==> config.mk <==
export PLATFORM = sky130hd
export DESIGN_NAME = timer_channel_mode_control
export DESIGN_NICKNAME = d
export VERILOG_FILES = /design/src/timer_channel_pkg.sv /design/src/timer_channel_mode_control.sv
export SDC_FILE = /design/constraint.sdc
export NUM_CORES = 1
export LEC_CHECK = 0
export BUFFER_PORTS_ARGS = -buffer_cell sky130_fd_sc_hd__buf_2
export CORE_ASPECT_RATIO = 0.5
export CORE_UTILIZATION = 55
export CTS_CLUSTER_DIAMETER = 200
export DETAILED_ROUTE_END_ITERATION = 7
export PLACE_DENSITY_LB_ADDON = 0.3
export SLEW_MARGIN = 15
export SYNTH_ARGS = -nofsm -noshare
export SYNTH_HDL_FRONTEND = slang
export SYNTH_SLANG_ARGS = --single-unit
==> constraint.sdc <==
create_clock -name core_clk -period 6.2 [get_ports core_clk]
set_input_delay 0.31 -clock core_clk [delete_from_list [all_inputs] [get_ports core_clk]]
set_output_delay 0.31 -clock core_clk [all_outputs]
set_load 0.05 [all_outputs]
==> src/timer_channel_pkg.sv <==
// Package: register map, field layout and mode codes of the timer channel block
`default_nettype none
package timer_channel_pkg;

    // ------------------------------------------------------------------
    // Sizes
    // ------------------------------------------------------------------
    localparam int NUM_CH    = 6;
    localparam int NUM_PAIRS = NUM_CH / 2;
    localparam int CNT_W     = 16;
    localparam int ADDR_W    = 12;
    localparam int IDX_W     = 10;

    // ------------------------------------------------------------------
    // Register indices (byte address = 4 x index)
    // ------------------------------------------------------------------
    localparam logic [IDX_W-1:0] IDX_MOD_HIGH   = 10'h003;
    localparam logic [IDX_W-1:0] IDX_MOD_LOW    = 10'h004;
    localparam logic [IDX_W-1:0] IDX_CH_BASE    = 10'h005;
    localparam logic [IDX_W-1:0] IDX_CH_STRIDE  = 10'h003;
    localparam logic [IDX_W-1:0] IDX_CTRL       = 10'h020;
    localparam logic [IDX_W-1:0] IDX_IRQ_STATUS = 10'h021;
    localparam logic [IDX_W-1:0] IDX_IRQ_MASK   = 10'h022;

    // ------------------------------------------------------------------
    // Channel status and control fields
    // ------------------------------------------------------------------
    localparam int CSC_FLAG   = 7;
    localparam int CSC_IE     = 6;
    localparam int CSC_MS_HI  = 5;
    localparam int CSC_MS_LO  = 4;
    localparam int CSC_ELS_HI = 3;
    localparam int CSC_ELS_LO = 2;
    localparam logic [1:0] CSC_RSVD = 2'h0;

    // Control register fields
    localparam int CTRL_WRITE_PROTECT_DISABLE       = 0;
    localparam int CTRL_CENTER_ALIGNED_SELECT       = 1;
    localparam int CTRL_COMBINE_LSB = 2;
    localparam int CTRL_DECAP_LSB   = 5;

    // Interrupt status bit of the counter overflow event
    localparam int IRQ_OVF_BIT = 6;
    localparam int IRQ_W       = 7;

    // ------------------------------------------------------------------
    // Selection codes and reset values
    // ------------------------------------------------------------------
    localparam logic [1:0] ELS_NONE    = 2'h0;
    localparam logic [1:0] ELS_RISE    = 2'h1;
    localparam logic [1:0] ELS_FALL    = 2'h2;
    localparam logic [1:0] ELS_BOTH    = 2'h3;
    localparam logic [1:0] MS_CAPTURE  = 2'h0;
    localparam logic [1:0] MS_COMPARE  = 2'h1;
    localparam logic [CNT_W-1:0] MOD_RESET = 16'h0000;
    localparam logic [7:0]       CTRL_RESET = 8'h00;

    // ------------------------------------------------------------------
    // Channel modes and dual-edge capture sequence
    // ------------------------------------------------------------------
    typedef enum logic [6:0] {
        MODE_NONE    = 7'h01,
        MODE_CAPTURE = 7'h02,
        MODE_COMPARE = 7'h04,
        MODE_EPWM    = 7'h08,
        MODE_CPWM    = 7'h10,
        MODE_COMBINE = 7'h20,
        MODE_DUAL    = 7'h40
    } ch_mode_type;

    typedef enum logic [2:0] {
        DUAL_FIRST  = 3'h1,
        DUAL_SECOND = 3'h2,
        DUAL_DONE   = 3'h4
    } dual_state_type;

endpackage
`default_nettype wire
==> src/timer_channel_mode_control.sv <==
// Timer channel mode control: channel registers, modes, pin logic and APB slave
//
// Behaviour
// - Edge select 00 releases the pin
// - Input capture on rising, falling or both
// - Output compare toggles, clears or sets
// - Edge-aligned PWM, high- or low-true pulses
// - Center select gives center-aligned PWM
// - Combine: high-true sets on n, clears on n+1; low-true the reverse
// - Dual capture, one-shot or continuous
// - Dual capture edges follow edge select
// - Event sets flag; writing one no effect
// - Flag cleared by read then zero write
// - Event between read and write keeps flag
// - Interrupt enable gates channel interrupt request
// - Mode and edge bits need write-protect disable
// - Bits one and zero read zero
// - Channel registers from 5h, stride 3
// - Offset 4h holds modulo low byte
// - Overflow flag set clock after modulo
// - Modulo writes buffered until update strobe
`timescale 1ns/1ps
`default_nettype none
module timer_channel_mode_control #(
    parameter int CNT_W = timer_channel_pkg::CNT_W
) (
    input  wire logic                                        core_clk,
    input  wire logic                                        arst_n,
    input  wire logic                                        psel,
    input  wire logic                                        penable,
    input  wire logic                                        pwrite,
    input  wire logic [timer_channel_pkg::ADDR_W-1:0]        paddr,
    input  wire logic [31:0]                                 pwdata,
    output logic      [31:0]                                 prdata,
    output logic                                             pready,
    output logic                                             pslverr,
    input  wire logic [CNT_W-1:0]                            cnt_value,
    input  wire logic                                        cnt_tick,
    input  wire logic                                        cnt_up,
    input  wire logic                                        reload_stb,
    input  wire logic [timer_channel_pkg::NUM_CH*CNT_W-1:0]  ch_value,
    input  wire logic [timer_channel_pkg::NUM_CH-1:0]        ch_in,
    output logic      [timer_channel_pkg::NUM_CH-1:0]        ch_out,
    output logic      [timer_channel_pkg::NUM_CH-1:0]        ch_oe,
    output logic      [timer_channel_pkg::NUM_CH-1:0]        cap_stb,
    output logic      [timer_channel_pkg::NUM_CH-1:0]        chan_irq_req,
    output logic      [CNT_W-1:0]                            modulo_value,
    output logic                                             counter_overflow_flag,
    output logic                                             irq
);

    localparam int NCH = timer_channel_pkg::NUM_CH;
    localparam int NPR = timer_channel_pkg::NUM_PAIRS;
    localparam int IRW = timer_channel_pkg::IRQ_W;

    // ------------------------------------------------------------------
    // Functions
    // ------------------------------------------------------------------
    function automatic logic [timer_channel_pkg::IDX_W-1:0] ch_index(input int ch);
        ch_index = timer_channel_pkg::IDX_CH_BASE
                 + timer_channel_pkg::IDX_CH_STRIDE * timer_channel_pkg::IDX_W'(ch);
    endfunction

    function automatic logic edge_hit(input logic [1:0] els, input logic rise,
                                      input logic fall);
        edge_hit = (els[0] & rise) | (els[1] & fall);
    endfunction

    function automatic logic mode_legal(input logic dec, input logic comb, input logic cpw,
                                        input logic [1:0] els);
        if (els == timer_channel_pkg::ELS_NONE) begin
            mode_legal = 1'b1;
        end else if (dec) begin
            mode_legal = !comb && !cpw;
        end else begin
            mode_legal = !(comb && cpw);
        end
    endfunction

    function automatic timer_channel_pkg::ch_mode_type mode_of(input logic dec,
            input logic comb, input logic cpw, input logic [1:0] ms, input logic [1:0] els);
        if (els == timer_channel_pkg::ELS_NONE) begin
            mode_of = timer_channel_pkg::MODE_NONE;
        end else if (dec) begin
            mode_of = timer_channel_pkg::MODE_DUAL;
        end else if (comb) begin
            mode_of = timer_channel_pkg::MODE_COMBINE;
        end else if (cpw) begin
            mode_of = timer_channel_pkg::MODE_CPWM;
        end else if (ms == timer_channel_pkg::MS_CAPTURE) begin
            mode_of = timer_channel_pkg::MODE_CAPTURE;
        end else if (ms == timer_channel_pkg::MS_COMPARE) begin
            mode_of = timer_channel_pkg::MODE_COMPARE;
        end else begin
            mode_of = timer_channel_pkg::MODE_EPWM;
        end
    endfunction

    // ------------------------------------------------------------------
    // State
    // ------------------------------------------------------------------
    logic [CNT_W-1:0]    mod_buf_q;
    logic [CNT_W-1:0]    mod_act_q;
    logic [7:0]          ctrl_q;
    logic [IRW-1:0]      ists_q;
    logic [IRW-1:0]      imask_q;
    logic [NCH-1:0]      flag_q;
    logic [NCH-1:0]      ie_q;
    logic [NCH-1:0]      armed_q;
    logic [1:0]          ms_q [NCH];
    logic [1:0]          els_q [NCH];
    timer_channel_pkg::ch_mode_type mode_q [NCH];
    timer_channel_pkg::dual_state_type dual_q [NPR];
    logic [NCH-1:0]      in_prev_q;
    logic [NCH-1:0]      out_q;
    logic [NCH-1:0]      cap_q;
    logic [31:0]         prdata_q;
    logic                slverr_q;

    // ------------------------------------------------------------------
    // APB decode
    // ------------------------------------------------------------------
    wire [timer_channel_pkg::IDX_W-1:0] idx = paddr[timer_channel_pkg::ADDR_W-1:2];
    wire word_ok   = (paddr[1:0] == 2'h0);
    wire hit_modh  = word_ok && (idx == timer_channel_pkg::IDX_MOD_HIGH);
    wire hit_modl  = word_ok && (idx == timer_channel_pkg::IDX_MOD_LOW);
    wire hit_ctrl  = word_ok && (idx == timer_channel_pkg::IDX_CTRL);
    wire hit_ists  = word_ok && (idx == timer_channel_pkg::IDX_IRQ_STATUS);
    wire hit_imask = word_ok && (idx == timer_channel_pkg::IDX_IRQ_MASK);
    logic [NCH-1:0] ch_hit;
    always_comb begin
        for (int i = 0; i < NCH; i++) begin
            ch_hit[i] = word_ok && (idx == ch_index(i));
        end
    end
    wire mapped  = hit_modh | hit_modl | hit_ctrl | hit_ists | hit_imask | (|ch_hit);
    wire setup   = psel & ~penable;
    wire access  = psel & penable;
    wire wr_en   = access & pwrite & mapped;
    wire rd_done = setup & ~pwrite & mapped;  // Same edge that latches prdata
    wire [7:0] wbyte = pwdata[7:0];
    wire wp_off  = ctrl_q[timer_channel_pkg::CTRL_WRITE_PROTECT_DISABLE];
    wire center_aligned_select   = ctrl_q[timer_channel_pkg::CTRL_CENTER_ALIGNED_SELECT];

    assign pready  = access;
    assign prdata  = prdata_q;
    assign pslverr = slverr_q & access;

    logic [7:0] rd_byte;
    always_comb begin
        rd_byte = 8'h00;
        if (hit_modh) rd_byte = mod_buf_q[15:8];
        if (hit_modl) rd_byte = mod_buf_q[7:0];
        if (hit_ctrl) rd_byte = ctrl_q;
        if (hit_ists) rd_byte = {1'b0, ists_q};
        if (hit_imask) rd_byte = {1'b0, imask_q};
        for (int i = 0; i < NCH; i++) begin
            if (ch_hit[i]) begin
                rd_byte = {flag_q[i], ie_q[i], ms_q[i], els_q[i],
                           timer_channel_pkg::CSC_RSVD};
            end
        end
    end

    // ------------------------------------------------------------------
    // Counter compare and pin edges
    // ------------------------------------------------------------------
    wire period_end = cnt_tick && (cnt_value == mod_act_q);
    logic [NCH-1:0] match;
    logic [NCH-1:0] rise;
    logic [NCH-1:0] fall;
    always_comb begin
        for (int i = 0; i < NCH; i++) begin
            match[i] = cnt_tick && (cnt_value == ch_value[i*CNT_W +: CNT_W]);
            rise[i]  = ch_in[i] & ~in_prev_q[i];
            fall[i]  = ~ch_in[i] & in_prev_q[i];
        end
    end

    // ------------------------------------------------------------------
    // Mode decode; an illegal mix keeps the last legal mode
    // ------------------------------------------------------------------
    timer_channel_pkg::ch_mode_type mode_d [NCH];
    always_comb begin
        for (int i = 0; i < NCH; i++) begin
            automatic logic dec  = ctrl_q[timer_channel_pkg::CTRL_DECAP_LSB + i/2];
            automatic logic comb = ctrl_q[timer_channel_pkg::CTRL_COMBINE_LSB + i/2];
            if (mode_legal(dec, comb, center_aligned_select, els_q[i])) begin
                mode_d[i] = mode_of(dec, comb, center_aligned_select, ms_q[i], els_q[i]);
            end else begin
                mode_d[i] = mode_q[i];
            end
        end
    end

    // ------------------------------------------------------------------
    // Channel behaviour: events, captures and pin levels
    // ------------------------------------------------------------------
    logic [NCH-1:0] ev;
    logic [NCH-1:0] cap_d;
    logic [NCH-1:0] out_d;
    logic [NCH-1:0] oe_w;
    timer_channel_pkg::dual_state_type dual_d [NPR];
    always_comb begin
        for (int i = 0; i < NCH; i++) begin
            automatic logic low_true = els_q[i][0];
            ev[i]    = 1'b0;
            cap_d[i] = 1'b0;
            out_d[i] = out_q[i];
            oe_w[i]  = 1'b0;
            unique case (mode_q[i])
                timer_channel_pkg::MODE_NONE: begin
                    out_d[i] = 1'b0;
                end
                timer_channel_pkg::MODE_CAPTURE: begin
                    ev[i]    = edge_hit(els_q[i], rise[i], fall[i]);
                    cap_d[i] = ev[i];
                end
                timer_channel_pkg::MODE_COMPARE: begin
                    oe_w[i] = 1'b1;
                    ev[i]   = match[i];
                    if (match[i]) begin
                        unique case (els_q[i])
                            timer_channel_pkg::ELS_RISE: out_d[i] = ~out_q[i];
                            timer_channel_pkg::ELS_FALL: out_d[i] = 1'b0;
                            timer_channel_pkg::ELS_BOTH: out_d[i] = 1'b1;
                            default:                     out_d[i] = out_q[i];
                        endcase
                    end
                end
                timer_channel_pkg::MODE_EPWM: begin
                    oe_w[i] = 1'b1;
                    ev[i]   = match[i];
                    if (period_end) out_d[i] = ~low_true;
                    if (match[i]) out_d[i] = low_true;
                end
                timer_channel_pkg::MODE_CPWM: begin
                    oe_w[i] = 1'b1;
                    ev[i]   = match[i];
                    if (match[i] && cnt_up) out_d[i] = low_true;
                    if (match[i] && !cnt_up) out_d[i] = ~low_true;
                end
                timer_channel_pkg::MODE_COMBINE: begin
                    // Only the even pin of a pair drives; the odd pin stays free
                    ev[i] = match[i];
                    if (i % 2 == 0) begin
                        oe_w[i] = 1'b1;
                        if (match[i]) out_d[i] = ~low_true;
                        if (match[i+1]) out_d[i] = low_true;
                    end
                end
                timer_channel_pkg::MODE_DUAL: begin
                    out_d[i] = 1'b0;
                end
                default: begin
                    out_d[i] = 1'b0;
                end
            endcase
        end
        // Dual-edge capture: both edges are taken on the even pin of the pair
        for (int p = 0; p < NPR; p++) begin
            automatic int n = 2 * p;
            dual_d[p] = dual_q[p];
            if (mode_q[n] != timer_channel_pkg::MODE_DUAL) begin
                dual_d[p] = timer_channel_pkg::DUAL_FIRST;
            end else begin
                unique case (dual_q[p])
                    timer_channel_pkg::DUAL_FIRST: begin
                        if (edge_hit(els_q[n], rise[n], fall[n])) begin
                            ev[n]     = 1'b1;
                            cap_d[n]  = 1'b1;
                            dual_d[p] = timer_channel_pkg::DUAL_SECOND;
                        end
                    end
                    timer_channel_pkg::DUAL_SECOND: begin
                        if (edge_hit(els_q[n+1], rise[n], fall[n])) begin
                            ev[n+1]    = 1'b1;
                            cap_d[n+1] = 1'b1;
                            dual_d[p]  = ms_q[n][0] ? timer_channel_pkg::DUAL_FIRST
                                                    : timer_channel_pkg::DUAL_DONE;
                        end
                    end
                    timer_channel_pkg::DUAL_DONE: begin
                        // One-shot stays idle until software rewrites the channel
                        if (wr_en && ch_hit[n]) dual_d[p] = timer_channel_pkg::DUAL_FIRST;
                    end
                    default: dual_d[p] = timer_channel_pkg::DUAL_FIRST;
                endcase
            end
        end
    end

    assign ch_out       = out_q;
    assign ch_oe        = oe_w;
    assign cap_stb      = cap_q;
    assign chan_irq_req = flag_q & ie_q;
    assign modulo_value = mod_act_q;
    assign counter_overflow_flag = ists_q[timer_channel_pkg::IRQ_OVF_BIT];
    assign irq          = |(ists_q & imask_q);

    // ------------------------------------------------------------------
    // Flag clearing sequence and interrupt status
    // ------------------------------------------------------------------
    logic [NCH-1:0] flag_d;
    logic [NCH-1:0] armed_d;
    logic [NCH-1:0] clr_w;
    logic [IRW-1:0] ists_set;
    always_comb begin
        for (int i = 0; i < NCH; i++) begin
            clr_w[i]   = wr_en && ch_hit[i] && armed_q[i]
                         && !wbyte[timer_channel_pkg::CSC_FLAG];
            flag_d[i]  = (flag_q[i] & ~clr_w[i]) | ev[i];
            armed_d[i] = armed_q[i];
            if (rd_done && ch_hit[i] && flag_q[i]) armed_d[i] = 1'b1;
            if (wr_en && ch_hit[i]) armed_d[i] = 1'b0;
            if (ev[i]) armed_d[i] = 1'b0;
            ists_set[i] = ev[i] & ie_q[i];
        end
        ists_set[timer_channel_pkg::IRQ_OVF_BIT] = period_end;
    end
    wire [IRW-1:0] ists_clr = (wr_en && hit_ists) ? wbyte[IRW-1:0] : '0;

    // ------------------------------------------------------------------
    // Registers
    // ------------------------------------------------------------------
    always_ff @(posedge core_clk or negedge arst_n) begin
        if (!arst_n) begin
            flag_q    <= '0;
            armed_q   <= '0;
            ists_q    <= '0;
            in_prev_q <= '0;
            out_q     <= '0;
            cap_q     <= '0;
            prdata_q  <= 32'h0000_0000;
            slverr_q  <= 1'b0;
        end else begin
            flag_q    <= flag_d;
            armed_q   <= armed_d;
            ists_q    <= (ists_q & ~ists_clr) | ists_set;
            in_prev_q <= ch_in;
            out_q     <= out_d;
            cap_q     <= cap_d;
            if (setup) begin
                prdata_q <= {24'h00_0000, rd_byte};
                slverr_q <= ~mapped;
            end
        end
    end

    always_ff @(posedge core_clk or negedge arst_n) begin
        if (!arst_n) begin
            mod_buf_q <= timer_channel_pkg::MOD_RESET;
            mod_act_q <= timer_channel_pkg::MOD_RESET;
            ctrl_q    <= timer_channel_pkg::CTRL_RESET;
            imask_q   <= '0;
        end else begin
            if (wr_en && hit_modh) mod_buf_q[15:8] <= wbyte;
            if (wr_en && hit_modl) mod_buf_q[7:0] <= wbyte;
            if (reload_stb) mod_act_q <= mod_buf_q;
            if (wr_en && hit_ctrl) ctrl_q <= wbyte;
            if (wr_en && hit_imask) imask_q <= wbyte[IRW-1:0];
        end
    end

    always_ff @(posedge core_clk or negedge arst_n) begin
        if (!arst_n) begin
            for (int i = 0; i < NCH; i++) begin
                ie_q[i]   <= 1'b0;
                ms_q[i]   <= 2'h0;
                els_q[i]  <= timer_channel_pkg::ELS_NONE;
                mode_q[i] <= timer_channel_pkg::MODE_NONE;
            end
            for (int p = 0; p < NPR; p++) begin
                dual_q[p] <= timer_channel_pkg::DUAL_FIRST;
            end
        end else begin
            for (int i = 0; i < NCH; i++) begin
                mode_q[i] <= mode_d[i];
                if (wr_en && ch_hit[i]) begin
                    ie_q[i] <= wbyte[timer_channel_pkg::CSC_IE];
                    if (wp_off) begin
                        ms_q[i]  <= wbyte[timer_channel_pkg::CSC_MS_HI:
                                          timer_channel_pkg::CSC_MS_LO];
                        els_q[i] <= wbyte[timer_channel_pkg::CSC_ELS_HI:
                                          timer_channel_pkg::CSC_ELS_LO];
                    end
                end
            end
            for (int p = 0; p < NPR; p++) begin
                dual_q[p] <= dual_d[p];
            end
        end
    end

endmodule // timer_channel_mode_control
`default_nettype wire

==> summary.txt, run 1 <==
Worst setup path
  – Crit path required time: 6.50 ns
  – Crit. End Element: flip-flop
  – CP Max Fanout: 13
  – Arrival time at the worst endpoint: 3.58 ns
  – WS Path Type: input pin to flip-flop
  – Critical Path Start Type: input pin

Synth
  – Yosys reg bits: 174
  – Yosys top cell by area: dfrtp_1
  – Mean Syn Cell Area: 9.36 µm²
  – Synth Warn #: 0
  – Cell Area, Synth: 10900 µm²
  – Synthesized instance count: 1160
  – Ys async rst share: 100%
  – Yosys cell types: 76
  – EDFF count, synth: 0
  – Seq/Total Area, Yosys: 40.2%
  – Post-synth top area share: 38.0%
  – Synth Flop Type: dfrtp_1
  – Synth area leaders: dfrtp_1, mux2_2, xnor2_1

STA
  – Final Hold Vio Count: 0
  – Unrepaired setup endpoints after global routing: false
  – Final Slew Violations: 0
  – Final Cycle Share: 52.8%
  – Fin Setup TNS: 0 ns
  – Least-Margin Pin Slew: 1.07 ns
  – Max Clock Freq: 306 MHz
  – Worst rel slew slack: 28.4%
  – Final setup viols: 0
  – Skew final: 0.0151 ns
  – Minimum clock period: 3.27 ns

Cells and area
  – Final instance area: 12400 µm²
  – Most frequent cells in the layout: buf_2, dfrtp_1, nor2_1
  – Ratio of cells with drive above 1 in the final layout: 26.2%
  – Total inserted antenna cells: 0
  – Most common cell after layout, fill and taps aside: buf_2
  – Area grow syn2layout: 14.5%
  – Layout Nets: 1486

Drt
  – # DRC: 0
  – Via density: 6.16
  – Routed vias: 9784
  – DR WL/cell: 22.0 µm
  – Number of routed nets with antenna violations: 0
  – Detailed Route WL: 35.0 mm
  – TritonRoute pass-1 iters: 5
  – Initial DRC Count: 822

Clock network
  – PostCTS Resize Cnt: 0
  – Setup bufs post-CTS: 0
  – Clock Latency Late Sink: 0.43 ns
  – Sink Count: 174
  – Clk slew on worst S/H paths: 0.08 ns
  – CTS root buffer: clkbuf_16
  – CTS tree: done
  – CTS Hold Bufs: 1
  – Num CTS Buffers: 17
  – Clk buf depth: 2
  – H-tree levels: 4

Die
  – Row count: 35
  – # IOs: 246
  – DIE AREA: 20300 µm²
  – Starting Density: 57.5%
  – Core box area: 18900 µm²
  – Die Y: 101 µm
  – Die Wd: 201 µm

Global route
  – Initial antenna violation count: 0
  – First-pass GRT wire length: 53.7 mm
  – Vias in the first global route: 9465
  – Total grt overflow: 0
  – Largest net degree at the start of global routing: 111
  – Total GRT Usage: 34.9%

Placement
  – Post-placement cell area: 11800 µm²
  – GPL Wtd Cong: 0.963
  – Dpl hpwl: 26.4 mm
  – # port buffers: 197

Power and ir drop
  – Pwr/cell area: 200 nW/µm²
  – Leakage: 5.73 nW
  – Worst vdd ir: 0.178 mV

Status
  – Status: complete, no violations

Hold path
  – Hold Path Class: input pin to asynchronous set/reset pin

Run
  – Max cap viols: 0
metal layers:
layer  track usage [%]  part of all wire (%)  up-vias
met1              45.5                    42     4802
li1                  -                     -     4458
met2              56.4                    45      464
met3              10.2                    11       60
met4              11.5                   2.1        0
met5                 0                     0        -
per-stage QoR:
step           cells  worst slack [ns]  hold slack [ns]  total power, W  util, %
3_3_place_gp    1554              2.70            0.441         0.00144     62.7
5_1_grt         1588              2.95          0.00683         0.00256     65.8
2_1_floorplan   1183              3.57           0.0144         0.00134        -
4_1_cts         1587              3.08         0.000951         0.00249     65.8
3_5_place_dp    1554              2.64            0.443         0.00144     62.7
6_report        1588              2.93          0.00727         0.00249     65.8
cells in the mapped netlist (all sizes together) (27+ instances only):
cell type / instances
a21oi: 66
buf: 41
clkbuf: 48
dfrtp: 165
mux2: 79
nand2: 78
nand3: 29
nor2: 109
nor3: 36
nor4: 27
o21ai: 33
xnor2: 75
xor2: 47
registers in the layout (all words and copies together) (netlist names), 7 cells and up:
register and cells:
mode_q 42, ists_q 7, modulo_value 16, ctrl_q 8
imask_q 7, ms_q 12, mod_buf_q 16, els_q 12
dual_q 9, prdata 8
cells by family after synthesis:
group	count (synthesis)	synth area share [%]
AO/OA/AOI/OAI	234	14.5
XOR/XNOR	122	9.84
buffers and inverters	108	4.78
flip-flops	174	40.2
multiplexers	81	8.38
other	1	0.0345
AND/OR/NAND/NOR	440	22.2
critical path, cell delays in order:
cell and delay (ns):
buf_2 0.12, nor4b_2 0.79, nand4_1 0.56, a31o_2 0.53
nor2b_1 0.83, mux2_2 0.43
power breakdown:
group | leakage (nW) | internal, W | switching (W)
logic | 3.09 | 0.0000916 | 0.000185
clock network | 0.278 | 0.000553 | 0.000510
registers | 2.36 | 0.00114 | 0.00000522
worst paths after layout:
kind	start	endpoint	slack, ns	depth (start not counted)
max	paddr[9]	ctrl_q[3]	2.93	6
min	arst_n	in_prev_q[5]	0.007	1
max reg2reg	mode_q[5]	ch_out[5]	3.64	7
min reg2reg	slverr_q	slverr_q	0.48	2
max in group asynchronous	arst_n	flag_q[2]	4.75	2
min in group core_clk	ch_in[1]	in_prev_q[1]	0.01	1
final cells by class:
cell class,instances,area (µm²)
fill,1587,6450
sequential,174,4370
multi-input combinational,901,6060
clock inverter,13,115
timing repair buffer,203,1040
clock buffer,19,453
inverter,19,71.3
tap,259,324
Note: power is estimated with default switching activity, not from simulation.
==> run 2: changes to the inputs <==
- CORE_UTILIZATION: 55 -> 50
- clock period: 6.2 -> 3 ns (I/O delays scaled with it)
==> run 2 against run 1 <==
Sequential share of layout area shrank 0.92 points. Count of clock-buffer cells in the layout grew 2. Power grew 110%. Critical path type is now flip-flop to primary output. Critical path depth shrank 2.
==> summary.txt, run 2 (synthesized netlist as in run 1, its figures left out) <==
Drt
  – Via density: 6.10 (was 6.16)
  – Met2 WL: 15.9 mm (about the same)
  – Number of routed nets with antenna violations: 0 (unchanged)
  – Detailed Route WL: 35.8 mm (was 35.0 mm)
  – Routed vias: 10100 (was 9784)
  – DR WL/cell: 21.6 µm (was 22.0 µm)
  – # DRC: 0 (unchanged)
  – Met1 Wirelength: 15.3 mm (was 14.7 mm)
  – TritonRoute pass-1 iters: 5 (unchanged)
  – Top sig layer: met4 (unchanged)
  – Initial DRC Count: 954 (was 822)
  – Routed wl met3: 3.79 mm (was 3.68 mm)

Cells and area
  – Total inserted antenna cells: 0 (unchanged)
  – Most frequent cells in the layout: buf_2, dfrtp_1, nor2_1 (unchanged)
  – Max FFs per register: 42 (unchanged)
  – Post-route insts no fill: 1657 (was 1588)
  – Layout Nets: 1522 (was 1486)
  – Most common cell after layout, fill and taps aside: buf_2 (unchanged)
  – Layout fillers: 1778 (was 1587)
  – Biggest register: mode_q (unchanged)
  – Ratio of cells with drive above 1 in the final layout: 27.7% (was 26.2%)
  – Final instance area: 12800 µm² (was 12400 µm²)
  – Area grow syn2layout: 17.6% (was 14.5%)

Worst setup path
  – CP Max Fanout: 6 (was 13)
  – Reg-to-reg slack, setup: 0.39 ns (was 3.64 ns)
  – Arrival time at the worst endpoint: 2.65 ns (was 3.58 ns)
  – Worst Setup SP: mode_q[5] (was paddr[9])
  – WS Path Type: flip-flop to primary output (was input pin to flip-flop)
  – Reg2Reg Depth: 7 (unchanged)
  – Critical R2R Capture: ch_out[5] (unchanged)
  – CP Cell Sequence: or4_1 -> or4b_2 -> nand3_1 -> buf_2 (was buf_2 -> nor4b_2 -> nand4_1 -> a31o_2 -> nor2b_1 -> mux2_2)
  – Top delay family on crit path: simple AND/OR/NAND/NOR gates (unchanged)
  – Worst Path Buf+Inv: 1 (unchanged)
  – Reg2reg start: mode_q[5] (unchanged)
  – Crit. End Element: primary output (was flip-flop)
  – Slowest Stage Delay on Critical Path: 0.72 ns (was 0.83 ns)
  – Crit path required time: 2.85 ns (was 6.50 ns)
  – Crit-path slowest cell: or4b_2 (was nor2b_1)
  – Critical Path Start Type: flip-flop (was input pin)

Die
  – DIE AREA: 22300 µm² (was 20300 µm²)
  – Row count: 37 (was 35)
  – Starting Density: 51.9% (was 57.5%)
  – # IOs: 246 (unchanged)
  – Core box area: 20900 µm² (was 18900 µm²)
  – Die Y: 106 µm (was 101 µm)
  – Die Wd: 210 µm (was 201 µm)

Power and ir drop
  – Leakage: 5.90 nW (was 5.73 nW)
  – Pwr/cell area: 405 nW/µm² (was 200 nW/µm²)
  – Worst vdd ir: 0.422 mV (was 0.178 mV)

STA
  – Least-Margin Pin Slew: 0.983 ns (was 1.07 ns)
  – Final Slew Violations: 0 (unchanged)
  – Final Hold Vio Count: 0 (unchanged)
  – Minimum clock period: 2.80 ns
  – Unrepaired setup endpoints after global routing: false (unchanged)
  – Max Clock Freq: 357 MHz
  – Worst rel slew slack: 33.9% (was 28.4%)
  – Skew final: 0.0170 ns (was 0.0151 ns)
  – Final setup viols: 0 (unchanged)
  – Final Cycle Share: 93.4%
  – Fin Setup TNS: 0 ns (unchanged)

Placement
  – Post-placement cell area: 12100 µm² (was 11800 µm²)
  – Dpl hpwl: 27.7 mm (was 26.4 mm)
  – GPL Wtd Cong: 0.987 (was 0.963)
  – # port buffers: 197 (unchanged)
  – Placed cells: 1618 (was 1554)

Global route
  – Largest net degree at the start of global routing: 74 (was 111)
  – First-pass GRT wire length: 54.0 mm (was 53.7 mm)
  – Vias in the first global route: 9423 (was 9465)
  – Total GRT Usage: 32.2% (was 34.9%)
  – Initial antenna violation count: 0 (unchanged)
  – Total grt overflow: 0 (unchanged)

Clock network
  – CTS root buffer: clkbuf_16 (unchanged)
  – Clk buf depth: 2 (unchanged)
  – Setup bufs post-CTS: 0 (unchanged)
  – CTS tree: done (unchanged)
  – PostCTS Resize Cnt: 0 (unchanged)
  – Clock Latency Late Sink: 0.44 ns (was 0.43 ns)
  – Clk slew on worst S/H paths: 0.08 ns (about the same)
  – Sink Count: 174 (unchanged)
  – Num CTS Buffers: 17 (unchanged)
  – H-tree levels: 4 (unchanged)

Hold path
  – Hold Path End: ctrl_q[0]
  – Hold path start: pwdata[0]
  – Hold depth: 3
  – Hold Path Class: input pin to flip-flop (was input pin to asynchronous set/reset pin)

Status
  – Status: complete, no violations (unchanged)

Run
  – Max cap viols: 0 (unchanged)
==> run 2: cell types whose count changed in the layout (fill, tap and decap cells not counted), moves of 2 or more <==
cell | previous run | this run
inv_6 | 7 | 2
inv_8 | 3 | 0
clkinv_4 | 0 | 3
dlygate4sd3_1 | 2 | 7
buf_4 | 4 | 35
clkinvlp_4 | 2 | 4
==> run 2: area by class of cell <==
class / instances / area, µm² / area share, %
clock buffers: 21 / 470 / 3.69
clock inverters: 11 / 109 / 0.853
inverters: 19 / 71.3 / 0.559
multi-input cells: 901 / 6060 / 47.5
flip-flops and latches: 174 / 4370 / 34.2
well taps: 292 / 365 / 2.86
repair buffers: 239 / 1330 / 10.4
==> run 2: power by group <==
| group | total, W | internal (W) | switching (W) |
|---|---|---|---|
| sequential | 0.00237 | 0.00236 | 0.0000113 |
| clock | 0.00221 | 0.00122 | 0.000990 |
| combinational | 0.000588 | 0.000201 | 0.000387 |
==> run 2: routing by layer <==
metal | global-route usage, % | vias up
li1 | - | 4536
met1 | 43.0 | 4974
met2 | 50.1 | 515
met3 | 9.87 | 75
met4 | 10.0 | 0
met5 | 0 | -
==> run 2: how the worst max path moves through the flow <==
stage	endpoint	slack (ns)	cells past startpoint
global placement	ctrl_q[1]	0.24	9
detailed placement	els_q[5]	0.18	9
finish	ch_oe[5]	0.20	4
CTS	ch_oe[5]	0.22	4
global route	ch_oe[5]	0.13	4
floorplan	ch_out[5]	0.37	6
==> run 2: stage by stage <==
step	hold WS [ns]	setup WS [ns]	power, W	utilization [%]
2_1_floorplan	-0.146	0.370	0.00277	-
3_3_place_gp	0.186	0.239	0.00298	57.9
3_5_place_dp	0.204	0.179	0.00299	57.9
4_1_cts	0.0124	0.221	0.00518	61.0
5_1_grt	0.0324	0.128	0.00532	61.0
6_report	0.0164	0.198	0.00517	61.0
==> run 2: tightest hold or removal path, delay by kind of cell <==
kind                   cells  cell delay (ns)
buffers and inverters      1             0.15
AO/OA/AOI/OAI              1             0.07
AND/OR/NAND/NOR            1             0.05
==> run 2: repair_timing <==
action,in CTS,in global routing
endpoints found under the hold margin,73,0
hold buffers,7,0
endpoints found under the setup margin,0,0
==> run 3: changes to the inputs <==
- CORE_UTILIZATION: 50 -> 49
==> run 3 against run 2 <==
Critical path depth is the same. Sequential share of layout area increased by 0.050 points. Flip-flop and latch count unchanged. Die area is 2.0% higher. Core utilization decreased by 2.2 points. Worst hold slack improved by 0.041 ns. Design area is 0.15% lower. Combinational power fell by 0.7%. Maximum frequency up 1.4%. Largest power group unchanged. Clock power decreased by 3%.
==> summary.txt, run 3 (synthesized netlist as in run 1, its figures left out) <==
Status
  – Status: complete, no violations (unchanged)

Drt
  – Top sig layer: met5 (was met4)
  – Met2 WL: 15.6 mm (was 15.9 mm)
  – DR WL/cell: 21.1 µm (was 21.6 µm)
  – Routed wl met3: 3.39 mm (was 3.79 mm)
  – Detailed Route WL: 35.1 mm (was 35.8 mm)
  – Met1 Wirelength: 15.0 mm (was 15.3 mm)
  – Routed vias: 9853 (was 10100)
  – Via density: 5.93 (was 6.10)
  – TritonRoute pass-1 iters: 5 (unchanged)
  – Number of routed nets with antenna violations: 0 (unchanged)
  – Initial DRC Count: 889 (was 954)
  – # DRC: 0 (unchanged)

Placement
  – GPL Wtd Cong: 0.960 (was 0.987)
  – Dpl hpwl: 27.1 mm (was 27.7 mm)
  – # port buffers: 197 (unchanged)
  – Post-placement cell area: 12100 µm² (about the same)
  – Placed cells: 1622 (was 1618)

STA
  – Worst rel slew slack: 46.8% (was 33.9%)
  – Skew final: 0.0122 ns (was 0.0170 ns)
  – Unrepaired setup endpoints after global routing: false (unchanged)
  – Final Slew Violations: 0 (unchanged)
  – Final setup viols: 0 (unchanged)
  – Final Hold Vio Count: 0 (unchanged)
  – Minimum clock period: 2.76 ns (was 2.80 ns)
  – Least-Margin Pin Slew: 0.797 ns (was 0.983 ns)
  – Final Cycle Share: 92.2% (was 93.4%)
  – Fin Setup TNS: 0 ns (unchanged)
  – Max Clock Freq: 362 MHz (was 357 MHz)

Worst setup path
  – WS Path Type: flip-flop to primary output (unchanged)
  – Crit-path slowest cell: or4b_2 (unchanged)
  – Crit. End Element: primary output (unchanged)
  – Slowest Stage Delay on Critical Path: 0.72 ns (about the same)
  – CP Cell Sequence: or4_1 -> or4b_2 -> nand3_1 -> buf_2 (unchanged)
  – Critical Path Start Type: flip-flop (unchanged)
  – Arrival time at the worst endpoint: 2.61 ns (was 2.65 ns)
  – Reg2Reg Depth: 7 (unchanged)
  – CP Max Fanout: 6 (unchanged)
  – Crit path required time: 2.85 ns (about the same)

Clock network
  – H-tree levels: 4 (unchanged)
  – Num CTS Buffers: 17 (unchanged)
  – Clock Latency Late Sink: 0.44 ns (about the same)
  – Sink Count: 174 (unchanged)
  – CTS Hold Bufs: 7 (unchanged)
  – Clk buf depth: 2 (unchanged)
  – Setup bufs post-CTS: 0 (unchanged)
  – CTS tree: done (unchanged)
  – CTS root buffer: clkbuf_16 (unchanged)
  – Clk slew on worst S/H paths: 0.07 ns (was 0.08 ns)
  – PostCTS Resize Cnt: 0 (unchanged)

Hold path
  – Hold Path Class: input pin to flip-flop (unchanged)
  – Hold depth: 3 (unchanged)

Cells and area
  – Area grow syn2layout: 17.4% (was 17.6%)
  – Max FFs per register: 42 (unchanged)
  – Final instance area: 12700 µm² (was 12800 µm²)
  – Biggest register: mode_q (unchanged)
  – Layout Nets: 1518 (was 1522)
  – Most frequent cells in the layout: buf_2, dfrtp_1, nor2_1 (unchanged)
  – Most common cell after layout, fill and taps aside: buf_2 (unchanged)
  – Post-layout util: 58.8% (was 61.0%)
  – Ratio of cells with drive above 1 in the final layout: 27.3% (was 27.7%)
  – Post-route insts no fill: 1662 (was 1657)

Die
  – Starting Density: 50.1% (was 51.9%)
  – # IOs: 246 (unchanged)
  – DIE AREA: 22800 µm² (was 22300 µm²)
  – Die Wd: 212 µm (was 210 µm)
  – Core box area: 21700 µm² (was 20900 µm²)
  – Row count: 38 (was 37)
  – Die Y: 107 µm (was 106 µm)

Power and ir drop
  – Psw: 0.00133 W (was 0.00139 W)
  – Worst vdd ir: 0.385 mV (was 0.422 mV)
  – Flop pwr share: 46.5% (was 45.9%)
  – Sw frac: 26.1% (was 26.9%)
  – Internal: 0.00378 W (about the same)
  – Pwr/cell area: 401 nW/µm² (was 405 nW/µm²)
  – Combinational group share of total power: 11.4% (about the same)
  – Design Power: 0.00511 W (was 0.00517 W)
  – Leakage: 5.89 nW (was 5.90 nW)
  – Clk pwr share: 42.1% (was 42.7%)

Global route
  – Total grt overflow: 0 (unchanged)
  – Vias in the first global route: 9368 (was 9423)
  – Largest net degree at the start of global routing: 72 (was 74)
  – Total GRT Usage: 30.9% (was 32.2%)
  – First-pass GRT wire length: 52.4 mm (was 54.0 mm)
  – Initial antenna violation count: 1 (was 0)

Run
  – Max cap viols: 0 (unchanged)
-- run 3: changes by cell type in the layout (fill, tap and decap cells not counted) --
cell	change
buf_4	-5
clkbuf_1	+3
buf_12	+1
clkinv_4	-1
clkinvlp_4	-1
diode_2	+1
inv_6	-1
-- run 3: final timing paths --
| path | endpoint | from | slack [ns] |
|---|---|---|---|
| setup / recovery | ch_oe[5] | mode_q[5] | 0.24 |
| hold / removal | ctrl_q[0] | pwdata[0] | 0.06 |
| setup reg to reg | ists_q[5] | mode_q[8] | 0.38 |
| max in group asynchronous | mode_q[35] | arst_n | 1.68 |
| min in group asynchronous | modulo_value[7] | arst_n | 0.29 |
| hold reg to reg | slverr_q | slverr_q | 0.48 |
-- run 3: through the flow --
stage                     worst slack [ns]  hold slack, ns
after global placement               0.303           0.206
after floorplan                      0.370          -0.146
after global routing                 0.164          0.0440
after detailed placement             0.261           0.216
final                                0.235          0.0577
after CTS                            0.238          0.0289
-- run 3: final cells by class --
| type | count | area, µm² |
|---|---|---|
| clock buffers | 24 | 482 |
| flip-flops and latches | 174 | 4370 |
| clock inverters | 8 | 83.8 |
| repair buffers | 235 | 1310 |
| diodes | 1 | 2.50 |
| inverters | 19 | 71.3 |
| multi-input cells | 901 | 6060 |
| well taps | 300 | 375 |
| fillers | 1919 | 8940 |
-- run 3: metal layers --
layer	vias to the layer above	track usage, %
met5	-	3.91
met4	2	11.2
met3	64	9.61
met2	394	48.0
met1	4876	40.2
li1	4517	-
-- run 3: power groups by stage --
stage / clock network, W / registers (W) / logic, W
after global routing: 0.00226 / 0.00237 / 0.000626
after floorplan: 0 / 0.00245 / 0.000319
after detailed placement: 0 / 0.00242 / 0.000572
after global placement: 0 / 0.00242 / 0.000565
final: 0.00215 / 0.00237 / 0.000584
after CTS: 0.00216 / 0.00237 / 0.000582
-- run 3: critical path, delay by kind of cell, from the launching register on --
family,cells,cell delay [ns]
buffers and inverters,1,0.28
AND/OR/NAND/NOR,3,1.46
flip-flops,1,0.44
